## src/core/ppt_consts.vh

```
// Constants for the paired period timer: offsets, fields, reset values
`ifndef PPT_CONSTS_VH
`define PPT_CONSTS_VH

// Register word offsets (byte addresses), per pair: base = pair * 0x20
`define PPT_OFF_CTRL_LO   5'h00
`define PPT_OFF_CTRL_HI   5'h04
`define PPT_OFF_PER_LO    5'h08
`define PPT_OFF_PER_HI    5'h0c
`define PPT_OFF_CNT_LO    5'h10
`define PPT_OFF_CNT_HI    5'h14
`define PPT_OFF_FLAGS     5'h18
`define PPT_OFF_SYS       5'h1c
`define PPT_OFF_NONE      5'h1f
`define PPT_PAIR_MSB      6
`define PPT_PAIR_LSB      5

// Control register field positions
`define PPT_B_ON          15
`define PPT_B_HALT_IDLE   13
`define PPT_B_GATE        6
`define PPT_B_PS_HI       5
`define PPT_B_PS_LO       4
`define PPT_B_WIDE        3
`define PPT_B_CLKSRC      1
`define PPT_CTRL_MASK_LO  16'ha07a
`define PPT_CTRL_MASK_HI  16'ha072

// Reset values
`define PPT_CTRL_RST      16'h0000
`define PPT_PER_RST       16'hffff
`define PPT_CNT_RST       16'h0000

// Prescale ratios minus one
`define PPT_DIV1_M1       8'h00
`define PPT_DIV8_M1       8'h07
`define PPT_DIV64_M1      8'h3f
`define PPT_DIV256_M1     8'hff

`endif

```

## src/core/ppt_timer.v

```verilog
// Paired period timer: four pairs of 16-bit timers behind Wishbone
//
// Chosen here: the placing of the registers and the Wishbone slave port.
`timescale 1ns/1ps
// Functional notes
// - Each pair runs as one 32-bit timer or two 16-bit timers.
// - Split halves support all 16-bit modes except asynchronous counting.
// - Combined pair runs as a 32-bit timer or synchronous counter.
// - Each lone 16-bit timer is a synchronous timer or counter.
// - Lower timer holds the low word, upper timer the high word.
// - In 32-bit mode upper control bits are ignored.
// - Wide mode uses lower clock and gate; flags upper interrupt.
// - Wide period: upper period register high word, lower low word.
// - Wide count readable as pair: upper high word, lower low word.
// - Interrupt when 32-bit count matches the 32-bit period.
// - Wide select bit in lower control joins the pair.
// - Count enable starts and stops the timer or the whole pair.
// - Prescale code 11=256, 10=64, 01=8, 00=1; lower field in wide.
// - Gate bit counts only while gate active; ignored on external clock.
// - Clock source selects external pin rising edge or internal clock.
// - Timers can keep running in idle mode.
// - Only the first pair feeds capture and compare time bases.
// - First pair triggers the first ADC, second pair the second.
// - Only the two timers of the first pair raise DMA triggers.

`include "ppt_consts.vh"

module ppt_timer
(
  // Clock and reset
  input  wire        core_clk,
  input  wire        rst_b,
  // Wishbone slave
  input  wire        wb_cyc_i,
  input  wire        wb_stb_i,
  input  wire        wb_we_i,
  input  wire [7:0]  wb_adr_i,
  input  wire [3:0]  wb_sel_i,
  input  wire [31:0] wb_dat_i,
  output reg  [31:0] wb_dat_o,
  output reg         wb_ack_o,
  // Power modes
  input  wire        idleMode,
  // Pins: external count clock and gate, one per 16-bit timer
  input  wire [7:0]  externalCountPin,
  input  wire [7:0]  gateIn,
  // Event outputs
  output reg  [7:0]  matchEvent,
  output reg  [15:0] captureBaseLo,
  output reg  [15:0] captureBaseHi,
  output reg         adc1Trigger,
  output reg         adc2Trigger,
  output reg  [1:0]  dmaTrigger
);

  // ---------------------------------------------------------------
  // Pin synchronisers and count-pin edge detect
  // ---------------------------------------------------------------
  reg [7:0] extMeta_q;
  reg [7:0] extSync_q;
  reg [7:0] extPrev_q;
  reg [7:0] gateMeta_q;
  reg [7:0] gateSync_q;

  // Two flops before any logic; edge detect compares the second with a third
  always @(posedge core_clk or negedge rst_b)
  begin
    if (!rst_b)
    begin
      extMeta_q  <= 8'h00;
      extSync_q  <= 8'h00;
      extPrev_q  <= 8'h00;
      gateMeta_q <= 8'h00;
      gateSync_q <= 8'h00;
    end
    else
    begin
      extMeta_q  <= externalCountPin;
      extSync_q  <= extMeta_q;
      extPrev_q  <= extSync_q;
      gateMeta_q <= gateIn;
      gateSync_q <= gateMeta_q;
    end
  end

  // Rising edges of the synchronised count pins
  wire [7:0] extRise = extSync_q & ~extPrev_q;

  // ---------------------------------------------------------------
  // Registers
  // ---------------------------------------------------------------
  reg [15:0] ctrl_q   [0:7];
  reg [15:0] period_q [0:7];
  reg [15:0] count_q  [0:7];
  reg [7:0]  presc_q  [0:7];
  reg [7:0]  flag_q;

  // Wishbone decode
  wire       busReq   = wb_cyc_i & wb_stb_i & ~wb_ack_o;
  wire       busWr    = busReq & wb_we_i;
  wire [1:0] pairSel  = wb_adr_i[`PPT_PAIR_MSB:`PPT_PAIR_LSB];
  // Addresses past the last pair decode to no register, so no alias
  wire [4:0] regOff   = wb_adr_i[7] ? `PPT_OFF_NONE : wb_adr_i[4:0];
  wire [2:0] loIdx    = {pairSel, 1'b0};
  wire [2:0] hiIdx    = {pairSel, 1'b1};
  wire       wrLoByte = busWr & wb_sel_i[0];
  wire       wrHiByte = busWr & wb_sel_i[1];

  // Per-timer tick, match and effective control
  reg  [7:0] tick;
  reg  [7:0] match;
  reg  [7:0] wrap;
  reg  [7:0] effOn;
  reg  [7:0] wideOf;
  reg  [7:0] haltNow;
  reg  [7:0] srcEvent;
  reg  [7:0] divM1 [0:7];

  // Loop indices, one set per process so each has a single driver
  integer    kw;
  integer    lw;
  integer    kc;
  integer    lc;
  integer    ks;
  integer    ko;

  // ---------------------------------------------------------------
  // Pair view: mode and idle halt as each half sees them
  // ---------------------------------------------------------------

  // Both halves follow the wide bit held in the lower control word
  always @*
  begin
    lw = 0;
    for (kw = 0; kw < 8; kw = kw + 1)
    begin
      lw = kw & 6;
      wideOf[kw] = ctrl_q[lw][`PPT_B_WIDE];
      // A joined pair obeys the lower halt bit, split halves their own
      if (wideOf[kw])
        haltNow[kw] = idleMode & ctrl_q[lw][`PPT_B_HALT_IDLE];
      else
        haltNow[kw] = idleMode & ctrl_q[kw][`PPT_B_HALT_IDLE];
    end
  end

  // ---------------------------------------------------------------
  // Count clock, prescale and period match
  // ---------------------------------------------------------------

  // Effective control per half: wide pair takes lower bits only
  always @*
  begin
    lc = 0;
    for (kc = 0; kc < 8; kc = kc + 1)
    begin
      lc = kc & 6;
      // Upper half idles in wide mode; lower drives both words
      if (wideOf[kc])
        effOn[kc] = (kc == lc) & ctrl_q[lc][`PPT_B_ON];
      else
        effOn[kc] = ctrl_q[kc][`PPT_B_ON];
      // Idle stops a timer only when its halt bit asks for it
      effOn[kc] = effOn[kc] & ~haltNow[kc];
      // Internal clock is every cycle, gated when asked; pin otherwise
      if (ctrl_q[kc][`PPT_B_CLKSRC])
        srcEvent[kc] = extRise[kc];
      else if (ctrl_q[kc][`PPT_B_GATE])
        srcEvent[kc] = gateSync_q[kc];
      else
        srcEvent[kc] = 1'b1;
      case (ctrl_q[kc][`PPT_B_PS_HI:`PPT_B_PS_LO])
        2'b11:   divM1[kc] = `PPT_DIV256_M1;
        2'b10:   divM1[kc] = `PPT_DIV64_M1;
        2'b01:   divM1[kc] = `PPT_DIV8_M1;
        default: divM1[kc] = `PPT_DIV1_M1;
      endcase
      // Tick on the last source event of each prescale round
      tick[kc] = effOn[kc] & srcEvent[kc] & (presc_q[kc] == divM1[kc]);
    end
    // Match: 16-bit per half, or the full 32-bit value of the pair
    for (kc = 0; kc < 8; kc = kc + 1)
    begin
      lc = kc & 6;
      if (wideOf[kc])
        match[kc] = ({count_q[lc + 1], count_q[lc]} ==
                     {period_q[lc + 1], period_q[lc]});
      else
        match[kc] = (count_q[kc] == period_q[kc]);
      // A wide pair wraps both words on the lower half's tick
      if (wideOf[kc])
        wrap[kc] = tick[lc] & match[kc];
      else
        wrap[kc] = tick[kc] & match[kc];
    end
  end

  // ---------------------------------------------------------------
  // Counters, prescalers, flags and bus writes
  // ---------------------------------------------------------------

  // Counting and bus writes share one process, so a register write beats the count update; a flag set beats its clear
  always @(posedge core_clk or negedge rst_b)
  begin
    if (!rst_b)
    begin
      for (ks = 0; ks < 8; ks = ks + 1)
      begin
        ctrl_q[ks]   <= `PPT_CTRL_RST;
        period_q[ks] <= `PPT_PER_RST;
        count_q[ks]  <= `PPT_CNT_RST;
        presc_q[ks]  <= 8'h00;
      end
      flag_q <= 8'h00;
    end
    else
    begin
      for (ks = 0; ks < 8; ks = ks + 1)
      begin
        // Prescaler advances on each selected source event
        if (!effOn[ks])
          presc_q[ks] <= 8'h00;
        else if (srcEvent[ks])
          presc_q[ks] <= (presc_q[ks] == divM1[ks]) ? 8'h00 :
                         presc_q[ks] + 8'h01;
        if (wideOf[ks])
        begin
          // Lower tick clocks both words synchronously
          if (tick[ks & 6])
          begin
            if (wrap[ks])
              count_q[ks] <= 16'h0000;
            else if ((ks & 1) == 0)
              count_q[ks] <= count_q[ks] + 16'h0001;
            else if (count_q[ks & 6] == 16'hffff)
              count_q[ks] <= count_q[ks] + 16'h0001;
          end
        end
        else if (tick[ks])
          count_q[ks] <= wrap[ks] ? 16'h0000 :
                         count_q[ks] + 16'h0001;
      end
      // Sticky flags; the wide pair reports on the upper flag
      for (ks = 0; ks < 8; ks = ks + 1)
      begin
        if (wideOf[ks] ? ((ks & 1) == 1) & wrap[ks] : wrap[ks])
          flag_q[ks] <= 1'b1;
        else if (busWr && regOff == `PPT_OFF_FLAGS && wb_sel_i[0] &&
                 pairSel == ks[2:1] && wb_dat_i[ks & 1])
          flag_q[ks] <= 1'b0; // write one to clear, set wins
      end
      // Register writes; bus write overrides the counter's update
      if (busWr)
      begin
        if (regOff == `PPT_OFF_CTRL_LO)
        begin
          if (wrLoByte)
            ctrl_q[loIdx][7:0] <= wb_dat_i[7:0] &
                                  8'h7a;
          if (wrHiByte)
            ctrl_q[loIdx][15:8] <= wb_dat_i[15:8] &
                                   8'ha0;
        end
        else if (regOff == `PPT_OFF_CTRL_HI)
        begin
          if (wrLoByte)
            ctrl_q[hiIdx][7:0] <= wb_dat_i[7:0] & 8'h72;
          if (wrHiByte)
            ctrl_q[hiIdx][15:8] <= wb_dat_i[15:8] & 8'ha0;
        end
        else if (regOff == `PPT_OFF_PER_LO)
        begin
          if (wrLoByte) period_q[loIdx][7:0]  <= wb_dat_i[7:0];
          if (wrHiByte) period_q[loIdx][15:8] <= wb_dat_i[15:8];
        end
        else if (regOff == `PPT_OFF_PER_HI)
        begin
          if (wrLoByte) period_q[hiIdx][7:0]  <= wb_dat_i[7:0];
          if (wrHiByte) period_q[hiIdx][15:8] <= wb_dat_i[15:8];
        end
        else if (regOff == `PPT_OFF_CNT_LO)
        begin
          if (wrLoByte) count_q[loIdx][7:0]  <= wb_dat_i[7:0];
          if (wrHiByte) count_q[loIdx][15:8] <= wb_dat_i[15:8];
        end
        else if (regOff == `PPT_OFF_CNT_HI)
        begin
          if (wrLoByte) count_q[hiIdx][7:0]  <= wb_dat_i[7:0];
          if (wrHiByte) count_q[hiIdx][15:8] <= wb_dat_i[15:8];
        end
      end
    end
  end

  // ---------------------------------------------------------------
  // Bus reads and answer; one wait-free ack per request
  // ---------------------------------------------------------------
  reg [31:0] rdData;

  // Unmapped offsets read zero and still acknowledge
  always @*
  begin
    rdData = 32'h0000_0000;
    if (regOff == `PPT_OFF_CTRL_LO)
      rdData[15:0] = ctrl_q[loIdx];
    else if (regOff == `PPT_OFF_CTRL_HI)
      rdData[15:0] = ctrl_q[hiIdx];
    else if (regOff == `PPT_OFF_PER_LO)
      rdData[15:0] = period_q[loIdx];
    else if (regOff == `PPT_OFF_PER_HI)
      rdData[15:0] = period_q[hiIdx];
    else if (regOff == `PPT_OFF_CNT_LO)
      rdData[15:0] = count_q[loIdx];
    else if (regOff == `PPT_OFF_CNT_HI)
      rdData[15:0] = count_q[hiIdx];
    else if (regOff == `PPT_OFF_FLAGS)
      rdData[1:0] = {flag_q[hiIdx], flag_q[loIdx]};
    else if (regOff == `PPT_OFF_SYS)
      rdData[0] = ctrl_q[loIdx][`PPT_B_WIDE];
  end

  // Registered answer and event outputs
  always @(posedge core_clk or negedge rst_b)
  begin
    if (!rst_b)
    begin
      wb_ack_o      <= 1'b0;
      wb_dat_o      <= 32'h0000_0000;
      matchEvent    <= 8'h00;
      captureBaseLo <= 16'h0000;
      captureBaseHi <= 16'h0000;
      adc1Trigger   <= 1'b0;
      adc2Trigger   <= 1'b0;
      dmaTrigger    <= 2'b00;
    end
    else
    begin
      wb_ack_o <= busReq;
      wb_dat_o <= busReq ? rdData : 32'h0000_0000;
      // Wide match pulses on the upper timer's event only
      for (ko = 0; ko < 8; ko = ko + 1)
        matchEvent[ko] <= wideOf[ko] ?
                          ((ko & 1) == 1) & wrap[ko] : wrap[ko];
      captureBaseLo <= count_q[0];
      captureBaseHi <= count_q[1];
      adc1Trigger   <= wrap[0] | wrap[1];
      adc2Trigger   <= wrap[2] | wrap[3];
      // In wide mode the lower half never wraps alone, so bit 0 rests
      dmaTrigger    <= {wrap[1],
                        wideOf[0] ? 1'b0 : wrap[0]};
    end
  end

endmodule

```

## config.mk

```make
export PLATFORM = sky130hd
export DESIGN_NAME = ppt_timer
export DESIGN_NICKNAME = d
export VERILOG_FILES = /design/src/core/ppt_timer.v
export VERILOG_INCLUDE_DIRS = /design/src /design/src/core
export SDC_FILE = /design/constraint.sdc
export NUM_CORES = 1
export LEC_CHECK = 0
export BUFFER_PORTS_ARGS = -buffer_cell sky130_fd_sc_hd__buf_2
export CORE_AREA = 3 3 223 225
export DETAILED_ROUTE_END_ITERATION = 7
export DIE_AREA = 0 0 226 228
export PLACE_DENSITY = 0.82
export SETUP_SLACK_MARGIN = 0.02
export SLEW_MARGIN = 20
export SYNTH_ARGS = -nofsm -noshare
export SYNTH_HDL_FRONTEND = slang
export SYNTH_SLANG_ARGS = --single-unit
```

## constraint.sdc

```tcl
create_clock -name core_clk -period 6.25 [get_ports core_clk]
set_clock_uncertainty 0.1 [all_clocks]
set_input_delay 0.9375 -clock core_clk [delete_from_list [all_inputs] [get_ports core_clk]]
set_output_delay 0.9375 -clock core_clk [all_outputs]
set_load 0.03 [all_outputs]
```

# After elaboration in Yosys (flattened, before gate mapping)

Cells that the tools add are included.

Register bits: 557
Input bits: 66
Output and inout port bits: 77
Logic and storage cells: 461

$add $sub $neg: 16
Magnitude comparators: 6
Equal/unequal tests: 66
Multiplexer cells: 224
Bitwise operators: 66
Reductions and logical operators: 30

Operator list:

| cell                  | number |
|---|---|
| $mux 128              | 50 |
| $bwmux 128            | 12 |
| $mux 16               | 52 |
| $bmux 16 s3           | 6 |
| $mux 8                | 26 |
| $demux 16 s3          | 4 |
| $pmux 8 s3            | 8 |
| $add 16x1->16 const B | 8 |
| $eq 16x16->1          | 8 |
| $eq 32x32->1          | 4 |
| $add 8x1->8 const B   | 8 |
| $eq 16x16->1 const B  | 4 |
| $eq 8x8->1            | 8 |
| $mux 1                | 61 |
| $and 1x1->1           | 49 |
| $eq 2x2->1 const B    | 18 |
| $eq 5x5->1 const B    | 4 |
| $reduce_bool 2->1     | 10 |
| $eq 2x1->1 const B    | 9 |
| $logic_and 1x1->1     | 16 |
| $ne 2x1->1 const B    | 8 |
| $mux 14               | 1 |
| $not 1->1             | 11 |
| $eq 5x4->1 const B    | 2 |
| 15 further kinds      | 21 |

# Depth between registers and ports, before layout

Gate-level depths: netlist of run 1.

Depth after elaboration: 29
Mapped depth: 11

# Worst setup path before layout of run 1

Ideal clock, no wire load.

Kind: in2reg
Start point: input port idleMode
End point: register count_q[1] in the netlist's numbering
Library setup time: 128 ps
Data arrival time: 3211 ps
Required time: 6022 ps
Slack: 2811 ps
Stages: 10
Path buffers: 2
Cells stage by stage: clkbuf_1 a21bo_2 a211oi_1 o211a_1 buf_2 nand2_1 o21ai_0 o21ai_0 a222oi_1 nor2_1

Cells in the longest elaborated chain, start to end: 29
Elaborated cells between the ends (all ways): 47
Those cells by class: mux (35); bitwise (12)

Ends and longest elaborated chain:

| item                           | line                             | source |
|---|---|---|
| start: declaration             | ppt_timer.v:43                   | `input wire idleMode,` |
| $and 1x1->1 (on tied branches) | ppt_timer.v:143, ppt_timer.v:141 |  |
| $mux 1                         | ppt_timer.v:140                  | `if (wideOf[kw])` |
| $not 1->1                      | ppt_timer.v:164                  | `effOn[kc] = effOn[kc] & ~haltNow[kc];` |
| $and 1x1->1                    | ppt_timer.v:164                  |  |
| $and 1x1->1 (2 in series)      | ppt_timer.v:179                  | `tick[kc] = effOn[kc] & srcEvent[kc] & (presc_q[kc] == divM1[kc]);` |
| $and 1x1->1                    | ppt_timer.v:194                  | `wrap[kc] = tick[kc] & match[kc];` |
| $mux 1                         | ppt_timer.v:191                  | `if (wideOf[kc])` |
| $mux 16 (on tied branches)     | ppt_timer.v:240, ppt_timer.v:231 |  |
| (+12 left out)                 | -                                |  |
| $mux 128                       | ppt_timer.v:289                  | `if (wrHiByte) count_q[hiIdx][15:8] <= wb_dat_i[15:8];` |
| $mux 128                       | ppt_timer.v:286                  | `` else if (regOff == `PPT_OFF_CNT_HI) `` |
| $mux 128                       | ppt_timer.v:281                  | `` else if (regOff == `PPT_OFF_CNT_LO) `` |
| $mux 128                       | ppt_timer.v:276                  | `` else if (regOff == `PPT_OFF_PER_HI) `` |
| $mux 128                       | ppt_timer.v:271                  | `` else if (regOff == `PPT_OFF_PER_LO) `` |
| $mux 128                       | ppt_timer.v:264                  | `` else if (regOff == `PPT_OFF_CTRL_HI) `` |
| $mux 128                       | ppt_timer.v:255                  | `` if (regOff == `PPT_OFF_CTRL_LO) `` |
| $mux 128 *                     | ppt_timer.v:253                  | `if (busWr)` |
| end signal: indexed assignment | ppt_timer.v:283                  | `if (wrLoByte) count_q[loIdx][7:0] <= wb_dat_i[7:0];` |
| end signal: indexed assignment | ppt_timer.v:284                  | `if (wrHiByte) count_q[loIdx][15:8] <= wb_dat_i[15:8];` |
| end signal: indexed assignment | ppt_timer.v:288                  | `if (wrLoByte) count_q[hiIdx][7:0] <= wb_dat_i[7:0];` |
| end: declaration               | ppt_timer.v:94                   | `reg [15:0] count_q [0:7];` |

Every way passes the cells marked *; elsewhere a longest branch is shown, timed or not. The select of a mux whose other input is x is not followed.
A chain may end at the register's enable or synchronous reset.

# Final worst setup path of run 1

Ends and elaborated chain as after synthesis.

==> run summary, run 1 <==
The run finished with clean final reports. The number of buffers on the longest clock path is 3. In this run the remaining antenna-violating nets after routing total 0.

At the end of the flow the core is filled with cells to 60.7%. In this run the tool buffered the top-level ports with 108 buffer cells. For the largest voltage drop on the vdd net, the log shows 0.195 mV. Synthesis produced 2713 cells. For the global-route wire length before repair, the log shows 142 mm. TritonCTS built the clock tree. Routability-driven placement finished with a final weighted congestion of 1.07. The flip-flop and latch area was 0.0121 mm2. The source-to-sink clock delay at the later pin of the worst-skew pair is 0.61 ns.

The synthesized netlist devotes 7.29% of its cell area to XOR and XNOR gates. Before antenna repair, the detailed router went through 6 iterations. The total instance count after detailed placement was 3325; the max-capacitance violation count was 0. Clock tree synthesis inserted a total of 53 buffers. Slowest cell on the critical path: sky130_fd_sc_hd__o21ai_0. The die covers 0.0515 mm2.

Yosys mapped a number of flops with a built-in enable equal to 0. The number of pins with negative max-slew slack in the final report is 0, and the total standard cell area after synthesis is 0.0262 mm2. The library cells used most frequently in the layout, excluding fill and tap cells, are 439 x sky130_fd_sc_hd__nand2_1, 351 x sky130_fd_sc_hd__dfrtp_1, 318 x sky130_fd_sc_hd__o21ai_0. After the first detailed-routing iteration, the DRC count stood at 3062. The clock net in this run drives a total of 479 sinks. The proportion of register bits with asynchronous set or reset after synthesis was 100%. The combinational family with the most area after synthesis is simple AND/OR/NAND/NOR gates.

The total power density per cell area was 250 mW/mm2; the largest fanout on the critical path was 10. For the count of unique library cells instantiated by Yosys, the log shows 78. sky130_fd_sc_hd__dfrtp_1 takes more of the synthesized area than any other cell. The critical path goes through buf_2 > a21bo_2 > a211oi_1 > o211a_1 > nand2_1 > o21ai_0 > buf_4 > o21ai_0 > a222oi_1 > nor2_1.

The sequential fraction of the synthesis area was 46.4%; the portion of synthesized cell area occupied by the leading cell type was 33.6%. The root buffer cell chosen for the clock tree is sky130_fd_sc_hd__clkbuf_16. In the post-synthesis netlist, the biggest area contributors are sky130_fd_sc_hd__dfrtp_1 34%, sky130_fd_sc_hd__dfstp_2 13%, sky130_fd_sc_hd__mux4_2 6.9%, sky130_fd_sc_hd__nand2_1 6.3%, sky130_fd_sc_hd__o21ai_0 6.1%. Setup repair after global routing left no endpoint under its margin.

The total non-filler cell area in the finished layout was 0.0290 mm2. The cell that appears most often on the critical path is sky130_fd_sc_hd__o21ai_0. The proportion of synthesized area in mux cells came out at 9.32%.

The floorplan step defined a core boundary enclosing 0.0477 mm2. In this design, the stage delay of the slowest critical-path cell is 0.83 ns. In the synthesized netlist the dominant register cell turns out to be sky130_fd_sc_hd__dfrtp_1.

The number of fill cells was 3861; the detail-routed net length per standard cell was 28.2 um. The total via count in the routed design is 23500, and the synthesized-area fraction occupied by adder cells is 0.765%. The clock slew at the register clock pins of the worst setup and hold paths was 0.07 ns. The H-tree was split into 2 levels. During I/O placement, the number of pins put on the boundary was 143. In the final design database the tool counted 2847 nets. Data arrives at the worst endpoint at 4.62 ns.

The analysis attributes to cell leakage a power of 12.1 nW. At the worst endpoint, the required time is 6.64 ns. Across all register-to-register paths, the minimum setup slack is 2.08 ns.

The max-slew headroom at the worst pin came out at 24.6%. Summing the areas of all and, or, nand and nor instances in the mapped netlist gives 19.1% of the synthesized area. The final hold violation count was 0; the die outline width was 226 um.

Post-CTS timing repair inserted 0 buffers for setup. In this run the vertical extent of the chip is 228 um. The tools report the post-DP HPWL as 71.7 mm. Overall overflow remaining after global route: 0. Counting I/O delays and the setup requirement, the final critical path takes 4.23 ns. The initial antenna violation count is 5. At the pin with the least slew margin, the transition time is 1.13 ns.

The final count of negative-setup-slack endpoints was 0. The logs give 22400 for the via count of the first global-routing pass and 37.2% for the global routing usage summed across all routing layers. The post-synthesis average cell area works out to 9.65 um2. After detailed placement, the total cell area comes to 0.0272 mm2.

The area of the multi-input gates is 0.0133 mm2. The area fraction in compound gates after synthesis is 14.2%. After clock tree synthesis, the flow added hold-fix buffers numbering 0.

The floorplan has 80 rows. The tools report the kind of capture point of the worst setup path as a register. After detailed routing, the number of vias per cell comes to 6.84. The tools report the sort of element at the start of the critical path as an input pin.

The effective utilization at floorplan came out at 54.8%. Synthesis inferred 479 register bits. Class of the most critical setup path: input pin to register. Based on the critical path, the design can be clocked at up to 0.236 GHz. The total negative slack is 0 ns, and the largest net degree at the start of global routing is 162. The area growth from synthesis to layout is 10.8%. Yosys printed 0 warnings. The library cell used most frequently in the layout, excluding fill and tap cells, is sky130_fd_sc_hd__nand2_1. Of the cells placed in the final design, the portion with a size suffix greater than 1 is 18.4%. The DRC violation count after routing is 0. The fraction of the cycle the final worst path needs was 67.7%; the number of gates given a new drive strength after cts was 0. The routed wire length was 96.6 mm; the non-filler instance count after layout was 3427.

The tightest min-delay check is of the register to register type.
[power breakdown]
part | total [mW] | switching (mW) | internal, mW
sequential | 3.28 | 0.110 | 3.17
clock | 3.32 | 1.33 | 1.99
combinational | 0.649 | 0.455 | 0.194
total | 7.25 | 1.89 | 5.36
[Yosys cell counts, types with 24 or more instances]
| library cell | count |
|---|---|
| sky130_fd_sc_hd__nor2_1 | 176 |
| sky130_fd_sc_hd__nand4_1 | 60 |
| sky130_fd_sc_hd__and3_1 | 59 |
| sky130_fd_sc_hd__dfstp_2 | 128 |
| sky130_fd_sc_hd__clkbuf_1 | 114 |
| sky130_fd_sc_hd__nand2_1 | 439 |
| sky130_fd_sc_hd__nor3_1 | 40 |
| sky130_fd_sc_hd__a31oi_1 | 24 |
| sky130_fd_sc_hd__inv_1 | 27 |
| sky130_fd_sc_hd__mux4_2 | 80 |
| sky130_fd_sc_hd__o21ai_0 | 318 |
| sky130_fd_sc_hd__nor4_1 | 29 |
| sky130_fd_sc_hd__a21oi_1 | 67 |
| sky130_fd_sc_hd__xor2_1 | 112 |
| sky130_fd_sc_hd__dfrtp_1 | 351 |
| sky130_fd_sc_hd__o22ai_1 | 46 |
| sky130_fd_sc_hd__mux2_2 | 54 |
| sky130_fd_sc_hd__nand3_1 | 115 |
| sky130_fd_sc_hd__xnor2_1 | 106 |
[path summary, 6_finish.rpt]
| kind | from | to | cells past startpoint |
|---|---|---|---|
| hold reg to reg | gateMeta_q[4]$_DFF_PN0_ | gateSync_q[4]$_DFF_PN0_ | 0 |
| hold / removal | gateMeta_q[4]$_DFF_PN0_ | gateSync_q[4]$_DFF_PN0_ | 0 |
| min in group asynchronous | rst_b | presc_q[50]$_DFFE_PN0P_ | 1 |
| max in group asynchronous | rst_b | count_q[57]$_DFF_PN0_ | 2 |
| setup reg to reg | ctrl_q[22]$_DFFE_PN0P_ | count_q[1]$_DFF_PN0_ | 9 |
| setup / recovery | idleMode | count_q[1]$_DFF_PN0_ | 10 |
[routing by layer]
metal	vias up	global-route usage, %	routed length (um)
li1	9886	-	-
met1	11600	50.9	36200
met2	1657	53.8	41500
met3	356	9.91	12200
met4	0	21.1	6590
met5	-	0	0
[logic make-up (layout without fill, tap and decap cells)]
logic type               after synthesis  after routing
AND/OR/NAND/NOR                     1059           1059
AO/OA/AOI/OAI                        620            620
flip-flops                           479            479
XOR/XNOR                             218            218
buffers and inverters                183            261
multiplexers                         137            137
adder cells (fa/ha/maj)               16             16
other                                  1             22
[area by class of cell]
class | count | share of cell area (%)
Antenna cell | 6 | 0.0518
Clock buffer | 70 | 5.10
Clock inverter | 26 | 1.22
Inverter | 29 | 0.375
Multi-Input combinational cell | 2066 | 46.0
Sequential cell | 479 | 41.9
Tap cell | 615 | 2.65
Timing Repair Buffer | 136 | 2.73
[through the flow]
stage,hold slack (ns),total power [mW],setup slack [ns]
after global routing,0.250,7.46,1.79
after CTS,0.248,7.24,2.11
after floorplan,0.231,3.68,2.81
after global placement,0.234,3.95,1.59
final,0.248,7.25,2.02
after detailed placement,0.236,3.96,1.50
[state kept, by name, indices dropped and copies added, names as in the netlist]
name	flops
captureBaseHi	16
adc1Trigger	1
dmaTrigger	1
wb_ack_o	1
period_q	128
ctrl_q	52
gateSync_q	8
wb_dat_o	16
matchEvent	7
extSync_q	8
extPrev_q	8
gateMeta_q	8
presc_q	64
adc2Trigger	1
count_q	128
flag_q	8
captureBaseLo	16
extMeta_q	8
[critical path: cells and delay by family]
| kind | cells | cell delay, ns |
|---|---|---|
| AND/OR/NAND/NOR | 2 | 0.34 |
| AO/OA/AOI/OAI | 6 | 2.85 |
| buffers and inverters | 2 | 0.47 |
(Power assumes the default switching activity.)
==> run 2, diff against run 1 <==
==> constraint.sdc (replaced) <==
create_clock -name core_clk -period 4.4 [get_ports core_clk]
set_clock_uncertainty 0.1 [all_clocks]
set_input_delay 0.66 -clock core_clk [delete_from_list [all_inputs] [get_ports core_clk]]
set_output_delay 0.66 -clock core_clk [all_outputs]
set_load 0.03 [all_outputs]
==> run 2 against run 1 <==
Compared with the run above:
- sequential power increased by 42%
- via count decreased by 0.30%
- first-iteration DRC count decreased by 1.8%
- sequential cell count unchanged
- register-to-register slack got worse by 1.3 ns
- combinational power increased by 44%
- critical endpoint is now count_q[41]$_DFF_PN0_
- highest routed layer is now met5
==> run summary, run 2 (same netlist as run 1, synthesis figures left out) <==
The detail-routed net length per standard cell came out at 28.1 um (-0.10%). TritonCTS built the clock tree. For the H-tree level count, the log shows 2 (unchanged). The worst-margin pin slew came out at 0.927 ns (-0.199 ns). The max-slew headroom at the worst pin came out at 37.6% (+13 points). The number of buffers on the longest clock path is 3 (unchanged). The count of buffers added by post-CTS timing repair for setup is 0 (unchanged). The library cell used most frequently in the layout, excluding fill and tap cells, is sky130_fd_sc_hd__nand2_1. For the routed wire length, the log shows 97.1 mm (+0.60%). The post-cts hold buffer count is 1 (+1), and the total instance count after detailed placement is 3349 (+0.72%).

The initial antenna violation count is 6 (+1). The kind of capture point of the worst setup path was a register. The logs give 4.76 ns (-1.88 ns) for the data required time of the worst path and 60.9% (+0.11 points) for the core utilization of the finished layout. The area of the multi-input gates came out at 0.0133 mm2 (unchanged). The tools report the total via count in the routed design as 23400 (-0.30%). The clock slew at the register clock pins of the worst setup and hold paths is 0.06 ns (about the same), and the number of top-level pins is 143 (unchanged). The run gives 0 (unchanged) as the number of routed nets with antenna violations. The logs give 52 (-1.9%) for the clock buffer count from CTS and 3451 (+0.70%) for the non-filler instance count after layout. For the routed wire length on met3, the log shows 12.1 mm (-0.57%). The largest registers in the layout are count_q: 128 flops, period_q: 128 flops, presc_q: 64 flops. The tools report the largest net degree at the start of global routing as 142 (-12%). The tools report the overall power after layout as 9.98 mW (+38%).

For the post-placement cell area, the log shows 0.0273 mm2 (+0.71%). The logs give 0.262 mV (+34%) for the largest voltage drop on the vdd net and 0 (unchanged) for the number of pins with negative max-slew slack in the final report. Die outline width: 226 um (unchanged). In this run the worst hold path is classified as input pin to register. The largest fanout on the critical path came out at 9 (-1). The count of input and output buffers works out to 108 (unchanged). The total clock sinks is 479 (unchanged). The class of the most critical setup path is register to register.

The run gives 0 (unchanged) as the max-capacitance violation count. Leaving out fill and tap cells, the most frequent cells in the layout are 439 x sky130_fd_sc_hd__nand2_1, 351 x sky130_fd_sc_hd__dfrtp_1, 318 x sky130_fd_sc_hd__o21ai_0. The logs give 0.0515 mm2 (unchanged) for the full die area and 54.8% (unchanged) for the effective utilization at floorplan.

The run gives 0 (unchanged) as the DRC violation count after routing. STA classifies the critical path startpoint as a register. Standard-cell row count: 80 (unchanged). The root buffer cell chosen for the clock tree is sky130_fd_sc_hd__clkbuf_16. The vertical die dimension was 228 um (unchanged); the flip-flop and latch area was 0.0121 mm2 (unchanged).

The worst setup margin was 0.819 ns (-1.20 ns); the via count of the first global-routing pass was 22000 (-2.0%). The total negative slack is 0 ns (unchanged), and the total power density per cell area is 344 mW/mm2 (+37%). The number of fill cells is 3917 (+1.5%), and the number of DRC markers in iteration 0 is 3008 (-1.8%). The worst path uses 81.4% of the clock period. The run finished with clean final reports.

The tools report the global-route wire length before repair as 142 mm (about the same). The detailed-routing wirelength on met1 came out at 37.6 mm (+3.9%). The final hold violation count was 0 (unchanged); the number of gates given a new drive strength after cts was 0 (unchanged). Derived from the worst setup path, the maximum achievable clock frequency is 0.279 GHz. Setup repair after global routing left no endpoint under its margin. The source-to-sink clock delay at the later pin of the worst-skew pair came out at 0.62 ns (about the same). The top routing layer in use was met5. The final count of negative-setup-slack endpoints is 0 (unchanged). The critical path arrival was 3.94 ns (-0.68 ns).

The global routing usage summed across all routing layers was 37.4% (+0.18 points); the static leakage power was 12.2 nW (+0.47%). The post-DP HPWL is 72.4 mm (+0.96%). The run gives 0 (unchanged) as the overall overflow remaining after global route. Mean number of vias per cell: 6.78 (-0.99%).

The logs give 1.06 (-0.30%) for the final weighted congestion in routability-driven placement and 42.0 mm (+1.1%) for the met2 wire length. The layout overhead on the synthesized area was 11.0%; the layout net count was 2871 (+0.84%). The share of post-route cells with drive strength above 1 was 19.0% (+0.62 points).

The clock period could shrink to 3.58 ns. The minimum hold slack is 0.0621 ns (-0.185 ns). The tools report the total non-filler cell area in the finished layout as 0.0291 mm2 (+0.18%).

The number of iterations in the first detailed-routing pass came out at 7 (+1). The logs give 0.845 ns (-0.659 ns) for the minimum setup slack after placement and 0.0477 mm2 (unchanged) for the standard cell core area.
[run 2: cell count changes in the layout (fill, tap and decap cells not counted), sizes merged, moves of 2 or more]
cell	delta
buf	+24
clkinv	+5
clkbuf	-2
bufinv	-5
clkinvlp	+2
[run 2: critical path: stages (launching register included)]
cell                       delay, ns
sky130_fd_sc_hd__dfrtp_1        0.49
sky130_fd_sc_hd__or4_1          0.55
sky130_fd_sc_hd__a211oi_1       0.32
sky130_fd_sc_hd__o221ai_1       0.33
sky130_fd_sc_hd__or3_1          0.49
sky130_fd_sc_hd__a21oi_1        0.68
sky130_fd_sc_hd__a21oi_1        0.20
sky130_fd_sc_hd__o211ai_1       0.14
sky130_fd_sc_hd__o311ai_0       0.15
[run 2: cell type report]
class	count	share of cell area, %
inverter	29	0.375
sequential	479	41.8
clock inverter	28	0.835
multi-input combinational	2066	45.9
antenna	5	0.0431
timing repair buffer	161	3.42
tap	615	2.65
clock buffer	68	4.97
[run 2: metal layers]
layer,vias to the layer above,global-route usage (%)
li1,9925,-
met1,11600,52.9
met2,1610,54.3
met3,264,9.04
met4,2,17.9
met5,-,0
[run 2: final timing paths]
path / from / endpoint / slack, ns / cells past startpoint
min reg2reg: gateMeta_q[3]$_DFF_PN0_ / gateSync_q[3]$_DFF_PN0_ / 0.25 / 0
min: externalCountPin[7] / extMeta_q[7]$_DFF_PN0_ / 0.06 / 1
min in group asynchronous: rst_b / count_q[66]$_DFF_PN0_ / 0.39 / 2
max: ctrl_q[52]$_DFFE_PN0P_ / count_q[41]$_DFF_PN0_ / 0.82 / 8
max reg2reg: ctrl_q[52]$_DFFE_PN0P_ / count_q[41]$_DFF_PN0_ / 0.82 / 8
max in group asynchronous: rst_b / period_q[110]$_DFFE_PN1P_ / 2.49 / 4
[run 2: power by group]
part           total, mW  switching, mW  internal (mW)
Combinational      0.936          0.652          0.284
Sequential          4.66          0.154           4.51
Clock               4.38           1.89           2.49
